## config.mk

```make
export PLATFORM = sky130hd
export DESIGN_NAME = sfr_regs
export DESIGN_NICKNAME = d
export VERILOG_FILES = /design/src/hdl/sfr_pkg.sv /design/src/hdl/sfr_regs.sv
export SDC_FILE = /design/constraint.sdc
export NUM_CORES = 1
export LEC_CHECK = 0
export CAP_MARGIN = 25
export CORE_MARGIN = 3
export CORE_UTILIZATION = 50
export DETAILED_ROUTE_END_ITERATION = 7
export DONT_BUFFER_PORTS = 1
export GPL_ROUTABILITY_DRIVEN = 0
export PLACE_DENSITY = 0.77
export SLEW_MARGIN = 30
export SYNTH_ARGS = -nofsm -noshare
export SYNTH_HDL_FRONTEND = slang
export SYNTH_SLANG_ARGS = --single-unit
export TNS_END_PERCENT = 20
```

## constraint.sdc

```tcl
create_clock -name ref_clk -period 2.09 [get_ports ref_clk]
set_clock_uncertainty 0.2 [all_clocks]
set_input_delay 0.1045 -clock ref_clk [delete_from_list [all_inputs] [get_ports ref_clk]]
set_output_delay 0.1045 -clock ref_clk [all_outputs]
set_load 0.1 [all_outputs]
```

## src/hdl/sfr_pkg.sv

```systemverilog
// Purpose: Shared constants and carrier types for the serial flash register bank.
// Assumes: Wishbone classic slave with 32-bit data and byte addresses.
// Notes:   Every printed offset is a multiple of four, so offsets are byte addresses.
package sfr_pkg;

	localparam logic [7:0] OFS_FRAME_COUNT  = 8'h04;
	localparam logic [7:0] OFS_ENGINE_EN    = 8'h08;
	localparam logic [7:0] OFS_THREE_WIRE   = 8'h0c;
	localparam logic [7:0] OFS_TARGET_SEL   = 8'h10;
	localparam logic [7:0] OFS_CLK_DIV      = 8'h14;
	localparam logic [7:0] OFS_TX_THRESH    = 8'h18;
	localparam logic [7:0] OFS_RX_THRESH    = 8'h1c;
	localparam logic [7:0] OFS_TX_FILL      = 8'h20;
	localparam logic [7:0] OFS_RX_FILL      = 8'h24;
	localparam logic [7:0] OFS_STATUS       = 8'h28;
	localparam logic [7:0] OFS_IRQ_MASK     = 8'h2c;
	localparam logic [7:0] OFS_IRQ_MASKED   = 8'h30;
	localparam logic [7:0] OFS_IRQ_RAW      = 8'h34;
	localparam logic [7:0] OFS_TXO_CLR      = 8'h38;
	localparam logic [7:0] OFS_RXO_CLR      = 8'h3c;
	localparam logic [7:0] OFS_RXU_CLR      = 8'h40;
	localparam logic [7:0] OFS_CONT_CLR     = 8'h44;
	localparam logic [7:0] OFS_ALL_CLR      = 8'h48;
	localparam logic [7:0] OFS_DMA_CTRL     = 8'h4c;

	// Interrupt bit positions, shared by mask, masked and raw words.
	localparam int IRQ_TX_EMPTY    = 0;
	localparam int IRQ_TX_OVERFLOW = 1;
	localparam int IRQ_RX_UNDERFLOW = 2;
	localparam int IRQ_RX_OVERFLOW = 3;
	localparam int IRQ_RX_FULL     = 4;
	localparam int IRQ_CONTENTION  = 5;
	localparam int IRQ_W           = 6;

	localparam int DMA_RX_BIT = 0;
	localparam int DMA_TX_BIT = 1;

	localparam logic [15:0]       RST_FRAME_COUNT = 16'h0000;
	localparam logic [15:0]       RST_CLK_DIV     = 16'h0000;
	localparam logic [7:0]        RST_THRESH      = 8'h00;
	localparam logic [2:0]        RST_THREE_WIRE  = 3'h0;
	localparam logic [IRQ_W-1:0]  RST_IRQ         = 6'h00;
	localparam logic [1:0]        RST_DMA         = 2'h0;

	typedef enum logic [1:0] {
		BUS_IDLE = 2'b01,
		BUS_ACK  = 2'b10
	} sfr_bus_e;

	// Live inputs from the serial engine and its queues.
	typedef struct packed {
		logic [7:0] txFillCount;
		logic [7:0] rxFillCount;
		logic       collisionError;
		logic       transmissionError;
		logic       rxQueueFull;
		logic       rxQueueNonempty;
		logic       txQueueEmpty;
		logic       txQueueHasSpace;
		logic       engineBusy;
		logic       txEmptyLevel;
		logic       rxFullLevel;
		logic       txOverflowEvt;
		logic       rxOverflowEvt;
		logic       rxUnderflowEvt;
		logic       contentionEvt;
		logic       txDmaReq;
		logic       rxDmaReq;
	} sfr_engine_s;

	// Control values handed to the serial engine.
	typedef struct packed {
		logic [15:0] frameCount;
		logic        engineOn;
		logic        threeWireHandshake;
		logic        threeWireDirection;
		logic        threeWireXferMode;
		logic [15:0] serialClockDivisor;
		logic [7:0]  txThreshold;
		logic [7:0]  rxThreshold;
	} sfr_ctrl_s;

endpackage

```

## src/hdl/sfr_regs.sv

```systemverilog
// Purpose: Control and status register bank of the serial flash interface.
// Assumes: Wishbone classic single-cycle master; engine inputs on ref_clk.
// Notes:   One ack per request, one cycle after it is first seen.
//
// Added by the designer: the Wishbone register port.
`timescale 1ns/1ns

module sfr_regs (
	// Clock and reset.
	input  wire logic                 ref_clk,
	input  wire logic                 reset_n,
	// Wishbone classic slave.
	input  wire logic                 wb_cyc_i,
	input  wire logic                 wb_stb_i,
	input  wire logic                 wb_we_i,
	input  wire logic [7:0]           wb_adr_i,
	input  wire logic [3:0]           wb_sel_i,
	input  wire logic [31:0]          wb_dat_i,
	output logic      [31:0]          wb_dat_o,
	output logic                      wb_ack_o,
	// Serial engine side.
	input  wire sfr_pkg::sfr_engine_s engine,
	output sfr_pkg::sfr_ctrl_s        ctrl,
	output logic                      targetSelect,
	output logic                      txDmaReq,
	output logic                      rxDmaReq,
	output logic                      irq
);
	import sfr_pkg::*;

	////////////////////////////////////////////////////////////////////////
	// Register state.

	typedef struct packed {
		sfr_bus_e          busState;
		logic [31:0]       rdata;
		sfr_ctrl_s         ctrl;
		logic              targetSel;
		logic [IRQ_W-1:0]  mask;
		logic [IRQ_W-1:0]  sticky;
		logic [1:0]        dmaOn;
		logic              txDma;
		logic              rxDma;
		logic              irq;
	} sfr_state_s;

	sfr_state_s state_r;
	sfr_state_s state_nxt;

	// Byte-lane merge for partial writes.
	function automatic logic [31:0] laneMerge(
		input logic [31:0] old,
		input logic [31:0] din,
		input logic [3:0]  sel
	);
		logic [31:0] res;
		res = old;
		for (int i = 0; i < 4; i++) begin
			if (sel[i]) begin
				res[i*8 +: 8] = din[i*8 +: 8];
			end
		end
		return res;
	endfunction

	////////////////////////////////////////////////////////////////////////
	// Combinational next state.

	logic [IRQ_W-1:0] rawNow;
	logic [IRQ_W-1:0] clearNow;
	logic [IRQ_W-1:0] setNow;
	logic [31:0]      rdVal;
	logic [31:0]      wrVal;
	logic             access;
	logic             doRead;
	logic             doWrite;

	always_comb begin
		state_nxt = state_r;
		clearNow = '0;
		setNow = '0;
		setNow[IRQ_TX_OVERFLOW]  = engine.txOverflowEvt;
		setNow[IRQ_RX_OVERFLOW]  = engine.rxOverflowEvt;
		setNow[IRQ_RX_UNDERFLOW] = engine.rxUnderflowEvt;
		setNow[IRQ_CONTENTION]   = engine.contentionEvt;
		// Threshold conditions are levels from the engine, not sticky.
		rawNow = state_r.sticky;
		rawNow[IRQ_TX_EMPTY] = engine.txEmptyLevel;
		rawNow[IRQ_RX_FULL]  = engine.rxFullLevel;
		access = wb_cyc_i && wb_stb_i && (state_r.busState == BUS_IDLE);
		doRead = access && !wb_we_i;
		doWrite = access && wb_we_i;
		rdVal = 32'h0000_0000;
		case (wb_adr_i)
			OFS_FRAME_COUNT: rdVal[15:0] = state_r.ctrl.frameCount;
			OFS_ENGINE_EN:   rdVal[0] = state_r.ctrl.engineOn;
			OFS_THREE_WIRE:  rdVal[2:0] = {state_r.ctrl.threeWireHandshake,
				state_r.ctrl.threeWireDirection,
				state_r.ctrl.threeWireXferMode};
			OFS_TARGET_SEL:  rdVal[0] = state_r.targetSel;
			OFS_CLK_DIV:     rdVal[15:0] = state_r.ctrl.serialClockDivisor;
			OFS_TX_THRESH:   rdVal[7:0] = state_r.ctrl.txThreshold;
			OFS_RX_THRESH:   rdVal[7:0] = state_r.ctrl.rxThreshold;
			OFS_TX_FILL:     rdVal[7:0] = engine.txFillCount;
			OFS_RX_FILL:     rdVal[7:0] = engine.rxFillCount;
			OFS_STATUS:      rdVal[6:0] = {engine.collisionError,
				engine.transmissionError,
				engine.rxQueueFull,
				engine.rxQueueNonempty,
				engine.txQueueEmpty,
				engine.txQueueHasSpace,
				engine.engineBusy};
			OFS_IRQ_MASK:    rdVal[IRQ_W-1:0] = state_r.mask;
			OFS_IRQ_MASKED:  rdVal[IRQ_W-1:0] = rawNow & state_r.mask;
			OFS_IRQ_RAW:     rdVal[IRQ_W-1:0] = rawNow;
			OFS_TXO_CLR: begin
				rdVal[0] = state_r.sticky[IRQ_TX_OVERFLOW];
				clearNow[IRQ_TX_OVERFLOW] = doRead;
			end
			OFS_RXO_CLR: begin
				rdVal[0] = state_r.sticky[IRQ_RX_OVERFLOW];
				clearNow[IRQ_RX_OVERFLOW] = doRead;
			end
			OFS_RXU_CLR: begin
				rdVal[0] = state_r.sticky[IRQ_RX_UNDERFLOW];
				clearNow[IRQ_RX_UNDERFLOW] = doRead;
			end
			OFS_CONT_CLR: begin
				rdVal[0] = state_r.sticky[IRQ_CONTENTION];
				clearNow[IRQ_CONTENTION] = doRead;
			end
			OFS_ALL_CLR: begin
				rdVal[0] = |state_r.sticky;
				clearNow = doRead ? state_r.sticky : '0;
			end
			OFS_DMA_CTRL:    rdVal[1:0] = state_r.dmaOn;
			default:         rdVal = 32'h0000_0000;
		endcase
		wrVal = laneMerge(rdVal, wb_dat_i, wb_sel_i);

		// Writes to read-only and clear registers fall to the default.
		if (doWrite) begin
			case (wb_adr_i)
				OFS_FRAME_COUNT: state_nxt.ctrl.frameCount = wrVal[15:0];
				OFS_ENGINE_EN:   state_nxt.ctrl.engineOn = wrVal[0];
				OFS_THREE_WIRE: begin
					state_nxt.ctrl.threeWireHandshake = wrVal[2];
					state_nxt.ctrl.threeWireDirection = wrVal[1];
					state_nxt.ctrl.threeWireXferMode  = wrVal[0];
				end
				OFS_TARGET_SEL:  state_nxt.targetSel = wrVal[0];
				OFS_CLK_DIV:     state_nxt.ctrl.serialClockDivisor = wrVal[15:0];
				OFS_TX_THRESH:   state_nxt.ctrl.txThreshold = wrVal[7:0];
				OFS_RX_THRESH:   state_nxt.ctrl.rxThreshold = wrVal[7:0];
				OFS_IRQ_MASK:    state_nxt.mask = wrVal[IRQ_W-1:0];
				OFS_DMA_CTRL:    state_nxt.dmaOn = wrVal[1:0];
				default:         state_nxt.dmaOn = state_r.dmaOn;
			endcase
		end

		// A new event in the clearing cycle survives: set wins over clear.
		state_nxt.sticky = (state_r.sticky & ~clearNow) | setNow;

		case (state_r.busState)
			BUS_IDLE: begin
				if (access) begin
					state_nxt.busState = BUS_ACK;
					state_nxt.rdata = rdVal;
				end
			end
			BUS_ACK: begin
				state_nxt.busState = BUS_IDLE;
				state_nxt.rdata = 32'h0000_0000;
			end
			default: state_nxt.busState = BUS_IDLE;
		endcase

		// Outputs are registered; they follow their sources one cycle late, save dmaOn, which the dma gates take from state_nxt in the same edge.
		state_nxt.txDma = engine.txDmaReq && state_nxt.dmaOn[DMA_TX_BIT];
		state_nxt.rxDma = engine.rxDmaReq && state_nxt.dmaOn[DMA_RX_BIT];
		state_nxt.irq = |(rawNow & state_r.mask);
	end

	////////////////////////////////////////////////////////////////////////
	// State register.

	always_ff @(posedge ref_clk or negedge reset_n) begin
		if (!reset_n) begin
			state_r.busState <= BUS_IDLE;
			state_r.rdata <= 32'h0000_0000;
			state_r.ctrl <= '{frameCount: RST_FRAME_COUNT,
				engineOn: 1'b0,
				threeWireHandshake: RST_THREE_WIRE[2],
				threeWireDirection: RST_THREE_WIRE[1],
				threeWireXferMode: RST_THREE_WIRE[0],
				serialClockDivisor: RST_CLK_DIV,
				txThreshold: RST_THRESH,
				rxThreshold: RST_THRESH};
			state_r.targetSel <= 1'b0;
			state_r.mask <= RST_IRQ;
			state_r.sticky <= RST_IRQ;
			state_r.dmaOn <= RST_DMA;
			state_r.txDma <= 1'b0;
			state_r.rxDma <= 1'b0;
			state_r.irq <= 1'b0;
		end else begin
			state_r <= state_nxt;
		end
	end

	assign wb_ack_o = (state_r.busState == BUS_ACK);
	assign wb_dat_o = state_r.rdata;
	assign ctrl = state_r.ctrl;
	assign targetSelect = state_r.targetSel;
	assign txDmaReq = state_r.txDma;
	assign rxDmaReq = state_r.rxDma;
	assign irq = state_r.irq;

endmodule

```

==> results.tsv <==
stage	metric	value	unit
sta	Max Transition Viols Final	0	
floorplanning	num rows	37	
final_layout	P&R area growth vs syn	19.6	%
final_layout	diodes inserted	0	
global_route	initial antenna violation count	0	
power	PwrDens	549	nW/µm²
status	failing checks	hold timing	
global_route	first-pass GRT wire length	25700	µm
sta	RSZ-0062 raised after global routing	true	
power	net switching power	1.06	mW
synthesis	synthesized area	5320	µm²
setup_path	Worst Path Required	2160	ps
floorplanning	area of the die	11900	µm²
floorplanning	boundary pin count	169	
synthesis	Synth area leaders	dfrtp_1, buf_4, nand2_1	
synthesis	Post-synth EDFFs	0	
setup_path	Crit path largest cell delay	600	ps
global_route	vias in the first global route	4631	
setup_path	nature of the critical path startpoint	input port	
synthesis	most used flip-flop cell after synthesis	dfrtp_1	
status	outcome	finished, violations left	
routing	Vias	4797	
synthesis	share of the synthesized area in the top cell type	0.409	
power	Flop pwr share	0.496	
final_layout	Finished Core Util	0.617	
clock_network	CTS tree	yes	
global_route	total gr overflow	0	
sta	final worst path period need	2060	ps
setup_path	CP Cell Sequence	dlygate4sd3_1, or4_1, buf_4, o221ai_2, a211oi_4, o31ai_1	
floorplanning	Starting Density	0.515	
run	maxcap violations	0	
routing	wire per inst	22.9	µm
power	Switching Share	0.303	
routing	Antenna Nets Post-Route	0	
place	DP Wirelength	11700	µm
synthesis	register area share after synthesis	0.414	
place	Post-DP Area	5580	µm²
clock_network	clock sinks	88	
synthesis	Yosys reg bits	88	
routing	DRC errors left	0	
final_layout	Final Instance Area	6360	µm²
routing	drt total wl	17400	µm
sta	worst hold slack	-776	ps
routing	Detailed Route Iter0 Violations	523	
power	Clock power frac	0.339	
floorplanning	core area	10300	µm²
setup_path	critical path arrival	2130	ps
setup_path	CP max-delay cell	dlygate4sd3_1	
clock_network	CTS max path bufs	2	
power	Peak VDD IR	0.000335	V
power	total power draw	3.50	mW
clock_network	Clk pin slew, worst setup/hold paths	90	ps
final_layout	# nets final	698	
synthesis	post-synth top area cell	dfrtp_1	
setup_path	CP endpoint kind	flip-flop	
sta	Rel. slew slack	0.514	
routing	drt pass-1 iters	8	
power	Gate power share	0.166	
clock_network	H-tree depth	3	
global_route	largest net degree at the start of global routing	89	
sta	# setup viols final	0	
synthesis	Avg Cell Area, Syn	9.57	µm²
place	I/O Buffers	0	
floorplanning	Die Ht	109	µm
synthesis	Synth Instances	556	
routing	post-DR vias/cell	6.32	
clock_network	clk_lat worst skew	370	ps
synthesis	Ys Warns	0	
setup_path	CP max FO	8	
sta	Final Hold Vio Count	89	
power	internal power	2.44	mW
synthesis	post-synthesis cell type count	65	
final_layout	share of layout cells above drive strength 1	0.276	
clock_network	TritonCTS buffer count	9	
clock_network	Root Driver	clkbuf_8	
sta	period utilization	0.985	
hold_path	worst min path class	input port to asynchronous set/reset pin	
sta	Slew @ Worst Pin	723	ps
sta	fmax	486	MHz
global_route	Global Route Usage Sum	0.286	
floorplanning	Die X	109	µm
synthesis	most frequent cell after synthesis	buf_4	
setup_path	CP Class	input port to flip-flop	
power	Lkg Pwr	2.83	nW
final_layout	fill count	849	
synthesis	FFs w/ async S/R, synth	1.00	
synthesis	Synth top cells by count	buf_4, dfrtp_1, nand2_1	
-- area by class of cell --
| cell class | instances | area (µm²) | share of cell area |
|---|---|---|---|
| Multi-Input combinational cell | 354 | 2440 | 0.384 |
| Inverter | 8 | 30.0 | 0.00472 |
| Clock inverter | 7 | 71.3 | 0.0112 |
| Tap cell | 136 | 170 | 0.0267 |
| Clock buffer | 9 | 124 | 0.0195 |
| Sequential cell | 88 | 2200 | 0.346 |
| Timing Repair Buffer | 157 | 1320 | 0.208 |
-- cell families after synthesis --
kind of cell,share of synthesized area
and+or+nand+nor,0.167
AOI/OAI and AO/OA,0.200
DFF,0.414
buffers and inverters,0.158
muxes,0.0602
other,0.000705
-- state kept, by name (all words and copies together), names as in the netlist --
name	cells
irq	1
targetSelect	1
ctrl	52
rxDmaReq	1
txDmaReq	1
rawNow	4
state_r	12
wb_dat_o	16
-- placed cells by master, fill, tap and decap left out, drive strengths merged, types with 16 or more instances in the layout --
cell and n:
a22oi 18, o21ai 36, conb 16, nand2 62, buf 112, nand3 23
nor3 17, dfrtp 87, o31ai 32, dlygate4sd3 45, nor2 21
-- timing repair --
item / in CTS / in global routing
gates resized for setup: 4 / 21
hold buffers: 43 / 2
endpoints found under the setup margin: 7 / 33
setup buffers: 3 / 0
endpoints found under the hold margin: 160 / 90
gates cloned: 0 / 0
pin swaps: 0 / 2
-- power by group through the flow --
stage | registers (mW) | logic, mW | clock network, mW
after floorplan | 1.77 | 0.461 | 0
after global placement | 1.76 | 0.467 | 0
after detailed placement | 1.77 | 0.473 | 0
after CTS | 1.73 | 0.553 | 1.20
after global routing | 1.73 | 0.602 | 1.27
final | 1.73 | 0.579 | 1.18
-- routing by layer --
metal,vias to the layer above,track usage,part of all wire
li1,2061,-,-
met1,2324,0.366,0.37
met2,346,0.439,0.46
met3,66,0.0965,0.13
met4,0,0.132,0.044
met5,-,0,0
-- worst max-delay path, delay by kind of cell --
| family | cells | cell delay (ps) |
|---|---|---|
| AO/OA/AOI/OAI | 3 | 640 |
| buffers and inverters | 2 | 800 |
| AND/OR/NAND/NOR | 1 | 570 |
-- through the flow --
| stage | TNS (ps) | instances | setup WS [ps] | hold WS [ps] |
|---|---|---|---|---|
| floorplan | 0 | 571 | 62.8 | -391 |
| global placement | 0 | 695 | 31.0 | -387 |
| detailed placement | -166 | 695 | -50.3 | -388 |
| CTS | 0 | 757 | 40.0 | -788 |
| global route | -787 | 759 | -87.9 | -798 |
| finish | 0 | 759 | 31.7 | -776 |
-- final timing paths --
check	from	endpoint	slack (ps)	cells after the start
min in group ref_clk	wb_we_i	state_r[11]	0	5
hold reg to reg	wb_dat_o[9]	wb_dat_o[9]	320	2
setup reg to reg	rawNow[1]	ctrl[16]	50	6
setup / recovery	wb_adr_i[0]	ctrl[13]	30	6
hold / removal	reset_n	rawNow[3]	-780	0
max in group asynchronous	reset_n	state_r[102]	2280	0
No activity file was read; power rests on OpenSTA's default activity.
